[src/fcs_pkg.sv]
// Shared constants for the flash configuration and status register bank
package fcs_pkg;

    // ------------------------------------------------------------------
    // Bus geometry
    // ------------------------------------------------------------------
    localparam int ADDR_W = 8;                      // Register address width
    localparam int DATA_W = 8;                      // Register data width

    // ------------------------------------------------------------------
    // Register offsets
    // ------------------------------------------------------------------
    localparam logic [7:0] OFS_PROT_WAIT_STATUS = 8'h03;  // Status, read only
    localparam logic [7:0] OFS_FLASH_CONFIG     = 8'h04;  // Configuration

    // ------------------------------------------------------------------
    // Status register field positions
    // ------------------------------------------------------------------
    localparam int STS_OVERRIDE_BIT = 7;            // Override active flag
    localparam int STS_WAIT_ACK_BIT = 0;            // Wait switch acknowledge

    // ------------------------------------------------------------------
    // Configuration register field positions
    // ------------------------------------------------------------------
    localparam int CFG_IRQ_EN_BIT    = 7;           // Command done irq enable
    localparam int CFG_ERASE_REQ_BIT = 5;           // Erase all request, RO
    localparam int CFG_IGNORE_SF_BIT = 4;           // Ignore single faults
    localparam int CFG_WAIT_SEL_HI   = 3;           // Wait select, high bit
    localparam int CFG_WAIT_SEL_LO   = 2;           // Wait select, low bit
    localparam int CFG_FORCE_DF_BIT  = 1;           // Force double fault
    localparam int CFG_FORCE_SF_BIT  = 0;           // Force single fault

    // ------------------------------------------------------------------
    // Encodings and reset values
    // ------------------------------------------------------------------
    localparam logic [1:0] WAIT_SEL_MAX      = 2'h0; // Max wait cycles
    localparam logic [1:0] WAIT_SEL_OFF      = 2'h3; // Wait states disabled
    localparam logic [1:0] LOCK_UNSECURE     = 2'h2; // Unsecured encoding
    localparam logic [1:0] LOCK_RESET        = 2'h3; // Secured until loaded
    localparam logic       WAIT_ACK_RESET    = 1'b1; // Reset setting in force
    localparam logic [7:0] CONFIG_RESET      = 8'h00; // Writable fields reset

    // ------------------------------------------------------------------
    // Timing
    // ------------------------------------------------------------------
    localparam int CLK_PERIOD_NS       = 100;       // mclk period
    localparam int WAIT_SETTLE_TIME_NS = 200;       // Least settle before switch
    localparam int WAIT_SETTLE_CYCLES  =            // Rounded up, at least one
        (WAIT_SETTLE_TIME_NS + CLK_PERIOD_NS - 1) / CLK_PERIOD_NS < 1 ? 1 :
        (WAIT_SETTLE_TIME_NS + CLK_PERIOD_NS - 1) / CLK_PERIOD_NS;

    // ------------------------------------------------------------------
    // Erase all sequence states
    // ------------------------------------------------------------------
    typedef enum logic [2:0] {
        FCS_SEQ_IDLE,
        FCS_SEQ_ERASE,
        FCS_SEQ_VERIFY,
        FCS_SEQ_PROGRAM,
        FCS_SEQ_UNSECURE
    } fcs_seq_t;

endpackage

[src/fcs_flash_config_status_regs.sv]
// Flash configuration and protection/wait-state status register bank
//
// The plain strobed port was left to the implementer.
`timescale 1ns/1ps

module fcs_flash_config_status_regs #(
    parameter int SETTLE_CYCLES = fcs_pkg::WAIT_SETTLE_CYCLES
) (
    input  wire logic                      mclk,
    input  wire logic                      reset_n,
    // Register port
    input  wire logic [fcs_pkg::ADDR_W-1:0] reg_addr,
    input  wire logic [fcs_pkg::DATA_W-1:0] reg_wdata,
    input  wire logic                      reg_write,
    input  wire logic                      reg_read,
    output logic      [fcs_pkg::DATA_W-1:0] reg_rdata,
    // Flash controller side
    input  wire logic                      command_done_flag,
    input  wire logic                      override_active,
    input  wire logic                      array_read_busy,
    input  wire logic                      lock_load,
    input  wire logic [1:0]                lock_load_value,
    input  wire logic                      step_done,
    input  wire logic                      verify_failed,
    // Erase all request pin from the system
    input  wire logic                      erase_all_req_pin,
    // Outputs
    output logic                           command_done_irq,
    output logic      [1:0]                active_wait_select,
    output logic                           wait_states_disabled,
    output logic                           single_fault_report_ignore,
    output logic                           force_double_fault,
    output logic                           force_single_fault,
    output logic                           seq_erase_all,
    output logic                           seq_verify,
    output logic                           seq_program_lock_byte,
    output logic      [1:0]                lock_state_field,
    output logic                           secured
);

    // ------------------------------------------------------------------
    // Declarations
    // ------------------------------------------------------------------
    logic                 command_done_irq_enable;   // Interrupt enable
    logic [1:0]           wait_cycle_select;         // Requested wait select
    logic                 wait_switch_ack_flag;      // Switch complete
    logic                 erase_all_request_bit;     // Sequence running
    logic [1:0]           lock_state;                // Lock state field
    // 8 bits keep only the low byte of the settle count; no saturation at 255
    logic [7:0]           settle_count;              // Settle countdown
    logic                 req_meta;                  // Sync stage one
    logic                 req_sync;                  // Sync stage two
    logic                 req_served;                // Held request handled
    fcs_pkg::fcs_seq_t    seq_state;                 // Erase sequence state
    fcs_pkg::fcs_seq_t    next_seq_state;            // Next sequence state

    // ------------------------------------------------------------------
    // Address decode
    // ------------------------------------------------------------------
    // One compare per mapped offset
    wire hit_status = (reg_addr == fcs_pkg::OFS_PROT_WAIT_STATUS);
    wire hit_config = (reg_addr == fcs_pkg::OFS_FLASH_CONFIG);
    wire cfg_write  = reg_write && hit_config;

    // Wait select only accepted while no command runs, else ignored
    wire [1:0] wdata_wait = reg_wdata[fcs_pkg::CFG_WAIT_SEL_HI:
                                      fcs_pkg::CFG_WAIT_SEL_LO];
    wire wait_change = cfg_write && command_done_flag &&
                       (wdata_wait != wait_cycle_select);

    // Switch may land once settled and no array read is in flight
    wire switch_ready = !wait_switch_ack_flag && (settle_count == 8'h00) &&
                        !array_read_busy;

    // ------------------------------------------------------------------
    // Read data assembly
    // ------------------------------------------------------------------
    // Bits 6..1 are unused, read 0
    wire [7:0] status_value = {
        override_active,
        6'h00,
        wait_switch_ack_flag
    };

    // Bit 5 shows the running request
    wire [7:0] config_value = {
        command_done_irq_enable,
        1'b0,
        erase_all_request_bit,
        single_fault_report_ignore,
        wait_cycle_select,
        force_double_fault,
        force_single_fault
    };

    // Unmapped offsets read as zero
    wire [7:0] read_mux = hit_status ? status_value :
                          hit_config ? config_value : 8'h00;

    // ------------------------------------------------------------------
    // Read data register
    // ------------------------------------------------------------------
    // Data stands only in the cycle after the strobe; zero otherwise
    // Reads leave every field untouched
    always_ff @(posedge mclk or negedge reset_n) begin
        if (!reset_n) begin
            reg_rdata <= 8'h00;
        end else if (reg_read) begin
            reg_rdata <= read_mux;
        end else begin
            reg_rdata <= 8'h00;
        end
    end

    // ------------------------------------------------------------------
    // Configuration fields
    // ------------------------------------------------------------------
    // Status writes fall through untouched; the request bit has no
    // write path here at all
    // Bit 6 has no flop behind it
    always_ff @(posedge mclk or negedge reset_n) begin
        if (!reset_n) begin
            command_done_irq_enable    <=
                fcs_pkg::CONFIG_RESET[fcs_pkg::CFG_IRQ_EN_BIT];
            single_fault_report_ignore <=
                fcs_pkg::CONFIG_RESET[fcs_pkg::CFG_IGNORE_SF_BIT];
            force_double_fault         <=
                fcs_pkg::CONFIG_RESET[fcs_pkg::CFG_FORCE_DF_BIT];
            force_single_fault         <=
                fcs_pkg::CONFIG_RESET[fcs_pkg::CFG_FORCE_SF_BIT];
        end else if (cfg_write) begin
            command_done_irq_enable    <=
                reg_wdata[fcs_pkg::CFG_IRQ_EN_BIT];
            single_fault_report_ignore <=
                reg_wdata[fcs_pkg::CFG_IGNORE_SF_BIT];
            force_double_fault         <=
                reg_wdata[fcs_pkg::CFG_FORCE_DF_BIT];
            force_single_fault         <=
                reg_wdata[fcs_pkg::CFG_FORCE_SF_BIT];
        end
    end

    // ------------------------------------------------------------------
    // Wait select field and switch handshake
    // ------------------------------------------------------------------
    // A write while busy leaves the field
    // Reserved codes read back as written; the active path takes them over
    // unchanged, with wait states left enabled
    always_ff @(posedge mclk or negedge reset_n) begin
        if (!reset_n) begin
            wait_cycle_select <= fcs_pkg::WAIT_SEL_MAX;
        end else if (wait_change) begin
            wait_cycle_select <= wdata_wait;
        end
    end

    // A fresh change restarts the settle wait, so a later request
    // always beats the acknowledge of an earlier one
    // Count rests at zero once run down
    always_ff @(posedge mclk or negedge reset_n) begin
        if (!reset_n) begin
            settle_count <= 8'h00;
        end else if (wait_change) begin
            settle_count <= 8'(SETTLE_CYCLES);
        end else if (settle_count != 8'h00) begin
            settle_count <= settle_count - 8'h01;
        end
    end

    // Acknowledge drops on an accepted wait select change and rises in the cycle the new
    // setting takes over the array read path
    always_ff @(posedge mclk or negedge reset_n) begin
        if (!reset_n) begin
            wait_switch_ack_flag <= fcs_pkg::WAIT_ACK_RESET;
        end else if (wait_change) begin
            wait_switch_ack_flag <= 1'b0;
        end else if (switch_ready) begin
            wait_switch_ack_flag <= 1'b1;
        end
    end

    // Active setting seen by the read path; old value held meanwhile.
    // Software must see the acknowledge before touching the clock.
    always_ff @(posedge mclk or negedge reset_n) begin
        if (!reset_n) begin
            active_wait_select   <= fcs_pkg::WAIT_SEL_MAX;
            wait_states_disabled <= 1'b0;
        end else if (switch_ready) begin
            active_wait_select   <= wait_cycle_select;
            wait_states_disabled <=
                (wait_cycle_select == fcs_pkg::WAIT_SEL_OFF);
        end
    end

    // ------------------------------------------------------------------
    // Erase all request pin synchroniser
    // ------------------------------------------------------------------
    // Async pin: two flops before use
    // Only the second flop is read
    always_ff @(posedge mclk or negedge reset_n) begin
        if (!reset_n) begin
            req_meta <= 1'b0;
            req_sync <= 1'b0;
        end else begin
            req_meta <= erase_all_req_pin;
            req_sync <= req_meta;
        end
    end

    // A held pin starts one sequence only; it must drop to re-arm
    always_ff @(posedge mclk or negedge reset_n) begin
        if (!reset_n) begin
            req_served <= 1'b0;
        end else if (!req_sync) begin
            req_served <= 1'b0;
        end else if (seq_state == fcs_pkg::FCS_SEQ_ERASE) begin
            req_served <= 1'b1;
        end
    end

    // ------------------------------------------------------------------
    // Erase all sequence
    // ------------------------------------------------------------------
    wire seq_start = (seq_state == fcs_pkg::FCS_SEQ_IDLE) && req_sync &&
                     !req_served && command_done_flag;

    // Steps advance on the controller's completion pulse; a failed
    // verify ends the run without releasing the lock
    // Steps never skip; erase, verify and program each wait their pulse, unsecure does not
    always_comb begin
        next_seq_state = seq_state;
        case (seq_state)
            fcs_pkg::FCS_SEQ_IDLE: begin
                if (seq_start) begin
                    next_seq_state = fcs_pkg::FCS_SEQ_ERASE;
                end
            end
            fcs_pkg::FCS_SEQ_ERASE: begin
                if (step_done) begin
                    next_seq_state = fcs_pkg::FCS_SEQ_VERIFY;
                end
            end
            fcs_pkg::FCS_SEQ_VERIFY: begin
                if (step_done && verify_failed) begin
                    next_seq_state = fcs_pkg::FCS_SEQ_IDLE;
                end else if (step_done) begin
                    next_seq_state = fcs_pkg::FCS_SEQ_PROGRAM;
                end
            end
            fcs_pkg::FCS_SEQ_PROGRAM: begin
                if (step_done) begin
                    next_seq_state = fcs_pkg::FCS_SEQ_UNSECURE;
                end
            end
            fcs_pkg::FCS_SEQ_UNSECURE: begin
                next_seq_state = fcs_pkg::FCS_SEQ_IDLE;
            end
            default: begin
                next_seq_state = fcs_pkg::FCS_SEQ_IDLE;
            end
        endcase
    end

    // State register
    // Only idle listens to the pin
    always_ff @(posedge mclk or negedge reset_n) begin
        if (!reset_n) begin
            seq_state <= fcs_pkg::FCS_SEQ_IDLE;
        end else begin
            seq_state <= next_seq_state;
        end
    end

    // Request bit follows the run: set on start, cleared on the way out
    always_ff @(posedge mclk or negedge reset_n) begin
        if (!reset_n) begin
            erase_all_request_bit <= 1'b0;
        end else if (seq_start) begin
            erase_all_request_bit <= 1'b1;
        end else if (next_seq_state == fcs_pkg::FCS_SEQ_IDLE) begin
            erase_all_request_bit <= 1'b0;
        end
    end

    // Step outputs are registered copies of the next state
    // so the controller sees clean levels
    always_ff @(posedge mclk or negedge reset_n) begin
        if (!reset_n) begin
            seq_erase_all         <= 1'b0;
            seq_verify            <= 1'b0;
            seq_program_lock_byte <= 1'b0;
        end else begin
            seq_erase_all         <=
                (next_seq_state == fcs_pkg::FCS_SEQ_ERASE);
            seq_verify            <=
                (next_seq_state == fcs_pkg::FCS_SEQ_VERIFY);
            seq_program_lock_byte <=
                (next_seq_state == fcs_pkg::FCS_SEQ_PROGRAM);
        end
    end

    // ------------------------------------------------------------------
    // Lock state field
    // ------------------------------------------------------------------
    // Stays secured from reset until the controller loads the stored
    // byte; a release always lands on the unsecure code
    // Release beats a load in one cycle
    always_ff @(posedge mclk or negedge reset_n) begin
        if (!reset_n) begin
            lock_state <= fcs_pkg::LOCK_RESET;
        end else if (seq_state == fcs_pkg::FCS_SEQ_UNSECURE) begin
            lock_state <= fcs_pkg::LOCK_UNSECURE;
        end else if (lock_load) begin
            lock_state <= lock_load_value;
        end
    end

    // Field and flag from the register
    assign lock_state_field = lock_state;
    assign secured          = (lock_state != fcs_pkg::LOCK_UNSECURE);

    // ------------------------------------------------------------------
    // Command complete interrupt
    // ------------------------------------------------------------------
    // Level request, follows the done flag in the same cycle
    // No latch: either input drops it
    assign command_done_irq = command_done_irq_enable &&
                              command_done_flag;

endmodule

[config.mk]
export PLATFORM = sky130hd
export DESIGN_NAME = fcs_flash_config_status_regs
export DESIGN_NICKNAME = d
export VERILOG_FILES = /design/src/fcs_pkg.sv /design/src/fcs_flash_config_status_regs.sv
export SDC_FILE = /design/constraint.sdc
export NUM_CORES = 1
export LEC_CHECK = 0
export BUFFER_PORTS_ARGS = -buffer_cell sky130_fd_sc_hd__buf_2
export CELL_PAD_IN_SITES_DETAIL_PLACEMENT = 0
export CELL_PAD_IN_SITES_GLOBAL_PLACEMENT = 1
export CORE_UTILIZATION = 35
export CTS_CLUSTER_SIZE = 24
export DETAILED_ROUTE_END_ITERATION = 6
export GPL_TIMING_DRIVEN = 0
export HOLD_SLACK_MARGIN = 0.05
export PLACE_DENSITY_LB_ADDON = 0.1
export SLEW_MARGIN = 20
export SYNTH_ARGS = -nofsm -noshare
export SYNTH_HDL_FRONTEND = slang
export SYNTH_SLANG_ARGS = --single-unit
[constraint.sdc]
create_clock -name mclk -period 2.1 [get_ports mclk]
set_clock_uncertainty 0.2 [all_clocks]
set_input_delay 0.21 -clock mclk [delete_from_list [all_inputs] [get_ports mclk]]
set_output_delay 0.21 -clock mclk [all_outputs]
set_load 0.02 [all_outputs]
-- Word-level counts from Yosys, hierarchy flattened
Index checks and enable logic that the tools add are counted.
- bits in registers: 38
- input port bits: 29
- word-level logic and storage cells: 73
- $add $sub $neg: 1
- eq/ne operators: 13
- mux-type cells: 19
- reductions and logical operators: 21
- operators by type and width (kind ; number):
    $mux W8 ; 5
    $mux W3 ; 5
    $eq A3 B2 Y1 const B ; 4
    $pmux W3 S4 ; 1
    $logic_and A1 B1 Y1 ; 10
    $eq A8 B2 Y1 const B ; 1
    $eq A8 B3 Y1 const B ; 1
    $logic_not A8 Y1 ; 1
    $reduce_bool A2 Y1 ; 4
    $reduce_bool A8 Y1 ; 1
    $sub A8 B1 Y8 const B ; 1
    $eq A3 B1 Y1 const B ; 2
    $logic_not A3 Y1 ; 2
    $mux W1 ; 6
    $mux W2 ; 2
    $eq A3 B3 Y1 const B ; 1
    $logic_not A1 Y1 ; 3
    $eq A2 B2 Y1 const B ; 1
    $ne A2 B1 Y1 const B ; 1
    $ne A2 B2 Y1 ; 1
    $ne A2 B2 Y1 const B ; 1

-- Longest topological paths before layout
Gate-level depths: netlist of run 1.
- word-level depth: 9
- depth in mapped cells: 7

-- Least setup slack after synthesis of run 1
OpenSTA, ideal clock, no wires.
- path type: register -> register
- start: reg settle_count[0]
- end: reg active_wait_select[0]
- setup time: 0.125 ns
- arrival: 1.934 ns
- required time: 1.775 ns
- slack: -0.159 ns
- stages on the path, launching flop included: 8
- buffers on the path: 1
- clock period less this slack: 2.259 ns
- path through: dfrtp_1 inv_1 ha_1 or3b_4 nand2b_4 buf_6 or3_4 mux2_4
- word-level cells in the longest chain between the ends: 3
- ends and longest elaborated chain (item ; RTL line ; text):
    start, declared ; fcs_flash_config_status_regs.sv:50 ; logic [7:0] settle_count;
    start signal, assigned ; fcs_flash_config_status_regs.sv:164 ; settle_count <= 8'(SETTLE_CYCLES);
    start signal, assigned ; fcs_flash_config_status_regs.sv:166 ; settle_count <= settle_count - 8'h01;
    $logic_not A8 Y1 ; fcs_flash_config_status_regs.sv:72 ; wire switch_ready = !wait_switch_ack_flag && (settle_count == 8'h00) &&
    $logic_and A1 B1 Y1 (2 in a row) ; fcs_flash_config_status_regs.sv:72 ;
    end signal, assigned ; fcs_flash_config_status_regs.sv:186 ; active_wait_select <= fcs_pkg::WAIT_SEL_MAX;
    end signal, assigned ; fcs_flash_config_status_regs.sv:189 ; active_wait_select <= wait_cycle_select;
    end, declared ; fcs_flash_config_status_regs.sv:29 ; output logic [1:0] active_wait_select,
Every way passes these cells.
A chain may end at the register's enable or synchronous reset.

-- Final worst setup path of run 1
- start: reg settle_count[1]
- end: reg active_wait_select[1]
The elaborated chain is that of the path after synthesis.

==> results.cfg, run 1 <==
[route]
dr.pass1.iters = 6
drcViolationCount = 0
ant_nets = 0
drtIter0Drc = 91
vias_per_cell = 4.79
routed_wl_um = 3610
wl_per_cell_um = 12.8
vias = 1351

[min_path]
hp-class = input port to flip-flop
min_from = reg_addr[6]
hold_end = settle_count[0]
min_delay_path_depth = 3

[floorplanning]
coreArea_um2 = 4440
fp.dieArea_um2 = 5020
die_x_um = 70.9
start_util_pct = 37.3
rows = 24
die_h_um = 70.9
io_pins = 50

[clock_tree]
clock_latency_ns = 0.28
cts_inserted_buffers = 5
cts_tree = built
clkTransAtPathRegs_ns = 0.07
h-tree-depth = 2
cts_sinks = 37
clockBufferDepth = 2
cts_root_buf = clkbuf_8

[place]
io_buffers = 46
routabilityCongestion = 0.706
hpwl_um = 2350
pre_cts_ws_ns = -0.291
dp.cells = 243

[status]
status = completed

[setup_path]
arrival_ns = 2.07
rrSetupSlack_ns = 0.003
r2r_end = active_wait_select[1]
crit_fanout = 3
r2r-start = settle_count[1]
required_ns = 2.07
critPathKind = flip-flop to flip-flop
cp-end-kind = flip-flop
r2r_cells = 6
start_kind = flip-flop

[synthesis]
synth_cells = 145
yosysSeqAreaShare_pct = 56.0
syn_nets = 175
synth_flop_cell = dfrtp_1
synthTopCellsByArea = dfrtp_1 51%, dfstp_2 4.8%, mux2_2 4.1%, nor2_1 3.6%, a21oi_1 2.4%
syn-cell-area_um2 = 1660
syn_avg_cell_area_um2 = 11.4
yosysWarnings = 0
yosys.area.top_type = dfrtp_1
synth_edf_count = 0
synth.top_cell.area_share_pct = 51.3
yosysUniqueCellTypes = 42
ys_async_sr_fraction_pct = 100
ys_seq_elements = 37

[global_route]
grt.overflow.total = 0
track_usage_pct = 15.8
antenna_found_initial = 0
grt_pass1_wl_um = 6100
grt_max_degree = 38
grt_pass1_vias = 1359

[sta]
post-route-min-period_ns = 2.10
hold_ws_ns = 0.0515
fin_crit_sh_pct = 99.9
slew-limit-headroom_pct = 44.5
fmax_mhz = 477
hold_viol = 0
setup_ws_ns = 0.00250
rsz0062_at_grt = yes
slew_viol_final = 0
worst_pin_slew_ns = 0.832
setup_violations = 0

[finish]
drive_gt1_share_pct = 41.7
area_growth_syn_to_layout_pct = 42.0
diodes = 0
nNetsFinal = 259
fillers = 431
mostFrequentLayoutCells = 46 x buf_2, 34 x dfrtp_1, 16 x buf_4, 16 x dlygate4sd3_1, 15 x nor2_1
final_cell_count_no_fill = 282
layout_commonest_cell = buf_2

[pwr]
p_per_area_nw_per_um2 = 973
leakagePower_uw = 0.00116
ir_worst_vdd_mv = 0.448

[job]
drv_cap = 0
## cells by family (layout without fill, tap and decap cells)
| logic type | count (synthesis) | in the layout | share of synthesized area [%] |
|---|---|---|---|
| buffers and inverters | 10 | 95 | 2.94 |
| AND/OR/NAND/NOR | 59 | 59 | 21.6 |
| AO/OA/AOI/OAI | 22 | 22 | 8.52 |
| adder cells (fa/ha/maj) | 1 | 1 | 0.754 |
| other | 1 | 1 | 0.226 |
| XOR/XNOR | 3 | 3 | 1.58 |
| multiplexers | 12 | 12 | 8.30 |
| flip-flops | 37 | 37 | 56.0 |
## critical path, stage by stage (launching register included)
cell and delay (ns):
dfrtp_1 0.39, inv_2 0.08, ha_4 0.13, or3b_4 0.37, nand2b_4 0.15, or3_4 0.36
mux2_4 0.30
## stage by stage
step | setup TNS (ns) | instance area, um^2 | utilization [%] | power, uW
after floorplan | -0.318 | 1660 | - | 1400
after global placement | -0.674 | 1950 | 44.0 | 1540
after detailed placement | -0.762 | 1950 | 44.0 | 1570
after CTS | -0.110 | 2330 | 52.5 | 2280
after global routing | -0.0746 | 2360 | 53.0 | 2450
final | 0 | 2360 | 53.0 | 2290
## synthesized netlist by cell type (all sizes together), types with 3 or more instances
library cell / instances
a21oi: 8
mux2: 8
inv: 5
nor2: 16
mux2i: 4
nand2b: 4
clkbuf: 3
nand2: 9
dfrtp: 34
nor4: 4
o21ai: 4
nor2b: 4
nor3: 3
and2: 6
dfstp: 3
## sequential cells by signal (all words and copies together), names as in the netlist, 2 cells and up
| name | cells |
|---|---|
| settle_count | 8 |
| seq_state | 3 |
| wait_cycle_select | 2 |
| active_wait_select | 2 |
| reg_rdata | 7 |
| lock_state_field | 2 |
## cell type report
cell class	count	area, um^2	area share (%)
Sequential cell	37	930	39.5
Multi-Input combinational cell	98	727	30.9
Timing Repair Buffer	78	514	21.8
Clock buffer	6	72.6	3.08
Tap cell	52	65.1	2.76
Buffer	4	18.8	0.797
Inverter	5	18.8	0.797
Clock inverter	2	10.0	0.425
## where the power goes
part / leakage [uW] / switching [uW] / internal (uW) / total (uW)
sequential: 0.000474 / 155 / 858 / 1010
clock: 0.0000450 / 236 / 230 / 466
combinational: 0.000639 / 371 / 444 / 815
total: 0.00116 / 762 / 1530 / 2290
## routing by layer
| metal | wire length (um) | global-route usage, % | up-vias |
|---|---|---|---|
| met5 | 0 | 0 | - |
| met1 | 1590 | 18.4 | 633 |
| met2 | 1780 | 27.2 | 43 |
| li1 | - | - | 667 |
| met3 | 175 | 4.84 | 8 |
| met4 | 66 | 6.44 | 0 |
## worst max-delay path by stage
stage                          from                    end  slack, ns
floorplan           settle_count[0]  active_wait_select[0]      -0.16
global placement    settle_count[0]  active_wait_select[0]      -0.28
detailed placement  settle_count[0]  active_wait_select[0]      -0.29
CTS                 settle_count[1]  active_wait_select[1]      -0.05
global route        settle_count[1]  active_wait_select[1]      -0.04
finish              settle_count[1]  active_wait_select[1]      0.003
## what timing repair did
item	CTS	global route
gates resized for setup	5	6
pin swaps	3	2
hold endpoints to repair	48	0
hold buffers	16	0
buffers inserted	16	1
setup endpoints to repair	3	11
No activity file was read; power rests on OpenSTA's default activity.
==> run 2: changes to the inputs <==
Settings changed: PLACE_DENSITY set to 0.83, PLACE_DENSITY_LB_ADDON 0.1 to unset.
==> run 2 against run 1 <==
Against the previous run: the run now ends with DRC, setup timing left; non-clock buffer count decreased by 7; largest power group unchanged; first-iteration DRC count decreased by 13%; final area decreased by 2.8%; critical endpoint unchanged; wire length decreased by 5.1%; combinational power decreased by 14%.
==> results.cfg, run 2 (synthesis results as in run 1) <==
[floorplanning]
coreArea_um2 = 4440
rows = 24
die_h_um = 70.9
io_pins = 50
fp.dieArea_um2 = 5020
die_x_um = 70.9
start_util_pct = 37.3

[route]
ant_nets = 0
drcViolationCount = 6
routed_wl_um = 3420
wl_per_cell_um = 12.4
wl_met3_um = 203
drtIter0Drc = 79
vias = 1334
wl_met1_um = 1610
vias_per_cell = 4.85
dr.pass1.iters = 6
highest_layer = met4
met2WireLength_um = 1510

[pwr]
p_per_area_nw_per_um2 = 956
ir_worst_vdd_mv = 0.356
leakagePower_uw = 0.00112

[global_route]
track_usage_pct = 14.5
grt_pass1_wl_um = 5520
antenna_found_initial = 0
grt.overflow.total = 0
grt_max_degree = 38
grt_pass1_vias = 1234

[setup_path]
arrival_ns = 2.08
crit_fanout = 3
critPathKind = flip-flop to flip-flop
start_kind = flip-flop
required_ns = 2.08
cp-end-kind = flip-flop

[finish]
final_util_pct = 51.5
nNetsFinal = 252
largest_reg_flops = 8
mostFrequentLayoutCells = 46 x buf_2, 34 x dfrtp_1, 16 x nor2_1, 16 x dlygate4sd3_1, 10 x buf_4
drive_gt1_share_pct = 39.0
area_growth_syn_to_layout_pct = 38.1
reg_top3 = settle_count (8), reg_rdata (7), seq_state (3)
top_register = settle_count
design_area_um2 = 2290
layout_commonest_cell = buf_2
diodes = 0

[clock_tree]
h-tree-depth = 2
clkTransAtPathRegs_ns = 0.07
clock_latency_ns = 0.29
clockBufferDepth = 2
cts_root_buf = clkbuf_8
cts_inserted_buffers = 5
cts_tree = built
cts_sinks = 37

[sta]
setup_ws_ns = -0.00281
hold_ws_ns = 0.0460
slew_viol_final = 0
fmax_mhz = 476
fin_crit_sh_pct = 100
slew-limit-headroom_pct = 46.5
hold_viol = 0
worst_pin_slew_ns = 0.803
setup_violations = 2
post-route-min-period_ns = 2.10
setup_tns_ns = -0.00465
rsz0062_at_grt = yes

[status]
status = finished, violations left
failed_checks = DRC, setup timing

[place]
pre_cts_ws_ns = -0.267
io_buffers = 46
hpwl_um = 2200
routabilityCongestion = 0.772
place_area_um2 = 1950

[min_path]
hp-class = input port to flip-flop

[job]
drv_cap = 0
==> run 2: changes by cell type in the layout (fill, tap and decap cells not counted), sizes merged <==
cell	previous run	this run
buf	63	56
clkbuf	9	10
clkinv	2	1
==> run 2: area by class of cell <==
| class | count | area, um^2 |
|---|---|---|
| multi-input cells | 98 | 719 |
| flip-flops and latches | 37 | 930 |
| inverters | 5 | 18.8 |
| clock buffers | 7 | 76.3 |
| clock inverters | 1 | 5.00 |
| repair buffers | 71 | 458 |
| fillers | 409 | 2150 |
| well taps | 52 | 65.1 |
| plain buffers | 4 | 18.8 |
==> run 2: repair_timing <==
action / in CTS / in global routing
hold buffers: 16 / 0
hold endpoints to repair: 47 / 0
pin swaps: 2 / 2
endpoints found under the setup margin: 3 / 11
setup buffers: 6 / 3
gates resized for setup: 5 / 3
gates cloned: 0 / 0
==> run 2: worst max-delay path: stages (launching register included) <==
cell	delay (ns)
dfrtp_1	0.40
inv_2	0.08
ha_4	0.13
or3b_4	0.37
nand2b_4	0.15
or3_4	0.36
mux2_4	0.30
==> run 2: stage by stage <==
| step | cells | power (uW) |
|---|---|---|
| 2_1_floorplan | 145 | 1400 |
| 3_3_place_gp | 243 | 1540 |
| 3_5_place_dp | 243 | 1560 |
| 4_1_cts | 272 | 2130 |
| 5_1_grt | 275 | 2340 |
| 6_report | 275 | 2190 |
==> run 2: metal layers <==
metal,track usage (%),vias to the layer above
met5,0,-
met4,7.56,0
met3,4.56,8
met2,21.9,44
met1,18.9,628
li1,-,654
==> run 2: path summary, 6_finish.rpt <==
kind,startpoint,endpoint,slack (ns),cells past startpoint
min in group asynchronous,reset_n,seq_program_lock_byte,0.35,2
max reg2reg,settle_count[1],active_wait_select[1],-0.003,6
min,reg_read,reg_rdata[0],0.05,3
max,settle_count[1],active_wait_select[1],-0.003,6
max in group asynchronous,reset_n,settle_count[0],0.84,2
min reg2reg,req_meta,req_sync,0.15,0
==> run 2: where the power goes <==
| group | total, uW | switching (uW) | internal, uW |
|---|---|---|---|
| Sequential | 1020 | 159 | 858 |
| Clock | 471 | 238 | 233 |
| Combinational | 703 | 330 | 372 |
==> run 3: changes to the inputs <==
Settings changed: BUFFER_PORTS_ARGS -buffer_cell sky130_fd_sc_hd__buf_2 to unset, CORE_UTILIZATION 35 to 43, DONT_BUFFER_PORTS set to 1.
==> run 3 against run 2 <==
Against the previous run: the flow finishes with violations (setup timing); global-route usage up 4.5 points; non-clock buffer count down 36; clock power up 35%; cell count down 15%; via count down 5.1%; critical endpoint unchanged; largest cell class unchanged.
==> results.cfg, run 3 (synthesis results as in run 1) <==
[place]
pre_cts_ws_ns = -0.270
routabilityCongestion = 0.791
io_buffers = 0
place_area_um2 = 1720
hpwl_um = 2230

[floorplanning]
die_h_um = 64.1
coreArea_um2 = 3690
io_pins = 50
rows = 22
die_x_um = 64.1
start_util_pct = 45.0
fp.dieArea_um2 = 4110

[clock_tree]
cts_root_buf = clkbuf_8
cts_sinks = 37
h-tree-depth = 2
cts_inserted_buffers = 5
clkTransAtPathRegs_ns = 0.07
clock_latency_ns = 0.28
cts_tree = built
clockBufferDepth = 2

[status]
status = finished, violations left
failed_checks = setup timing

[finish]
top_register = settle_count
mostFrequentLayoutCells = 34 x dfrtp_1, 26 x dlygate4sd3_1, 16 x nor2_1
diodes = 0
layout_commonest_cell = dfrtp_1
drive_gt1_share_pct = 25.1
nNetsFinal = 216
largest_reg_flops = 8
design_area_um2 = 2230
reg_top3 = settle_count (8), reg_rdata (7), seq_state (3)
area_growth_syn_to_layout_pct = 34.2

[pwr]
leakagePower_uw = 0.000996
ir_worst_vdd_mv = 0.758
p_per_area_nw_per_um2 = 1050
total_power_uw = 2340

[route]
vias_per_cell = 5.39
dr.pass1.iters = 6
vias = 1266
ant_nets = 0
drtIter0Drc = 22
wl_per_cell_um = 15.5
drcViolationCount = 0
routed_wl_um = 3650

[sta]
slew-limit-headroom_pct = 62.0
rsz0062_at_grt = yes
hold_viol = 0
worst_pin_slew_ns = 0.568
setup_ws_ns = -0.0449
slew_viol_final = 0
fin_crit_sh_pct = 102
post-route-min-period_ns = 2.14
fmax_mhz = 466
setup_tns_ns = -0.0825
setup_violations = 2

[global_route]
antenna_found_initial = 0
grt_pass1_wl_um = 5940
grt.overflow.total = 0
grt_pass1_vias = 1263
track_usage_pct = 19.1
grt_max_degree = 38

[setup_path]
r2r-start = settle_count[0]
arrival_ns = 2.12
crit_fanout = 3
cp-end-kind = flip-flop
critPathKind = flip-flop to flip-flop
start_kind = flip-flop
crit_start = settle_count[0]
required_ns = 2.07

[min_path]
hp-class = input port to flip-flop
min_from = reg_addr[1]

[job]
drv_cap = 0
[run 3: report_power, final]
part           internal [uW]  switching (uW)
Clock                    386             249
Combinational            352             297
Sequential               858             195
[run 3: cell type report]
class | count | area [um^2]
fill | 309 | 1460
sequential | 37 | 930
multi-input combinational | 98 | 736
timing repair buffer | 36 | 348
clock buffer | 6 | 82.6
tap | 48 | 60.1
clock inverter | 2 | 37.5
inverter | 5 | 18.8
buffer | 3 | 15.0
[run 3: layer usage]
metal	GRT usage [%]	part of all wire, %	vias up
met1	23.5	40	626
met2	32.0	52	58
met3	5.71	6.2	4
met4	6.11	0.96	0
li1	-	-	578
met5	0	0	-
[run 3: what timing repair did]
item,4_1_cts,5_1_grt
pin swaps,2,0
resized for setup,5,6
buffers inserted,7,2
hold endpoints to repair,66,1
hold buffers,27,1
setup endpoints to repair,3,8
[run 3: worst max-delay path: stages, from the launching register on]
cell and delay [ns]:
dfrtp_1 0.41, inv_2 0.08, ha_4 0.12, or3b_4 0.37
nand2b_4 0.15, or3_4 0.40, mux2_4 0.31
[run 3: through the flow]
step | util, % | std cells | hold slack (ns)
2_1_floorplan | - | 145 | -0.286
3_3_place_gp | 46.6 | 193 | -0.285
3_5_place_dp | 46.6 | 193 | -0.285
4_1_cts | 59.1 | 234 | 0.0529
5_1_grt | 60.4 | 235 | 0.0708
6_report | 60.4 | 235 | 0.0633
[run 3: final timing paths]
path                                    endpoint  slack (ns)  depth (start not counted)
max                        active_wait_select[1]       -0.04                          6
min                                 reg_rdata[0]        0.06                          3
max reg2reg                active_wait_select[1]       -0.04                          6
min reg2reg                             req_sync        0.15                          0
max in group asynchronous    lock_state_field[0]        1.28                          2
min in group asynchronous   wait_states_disabled        0.17                          2
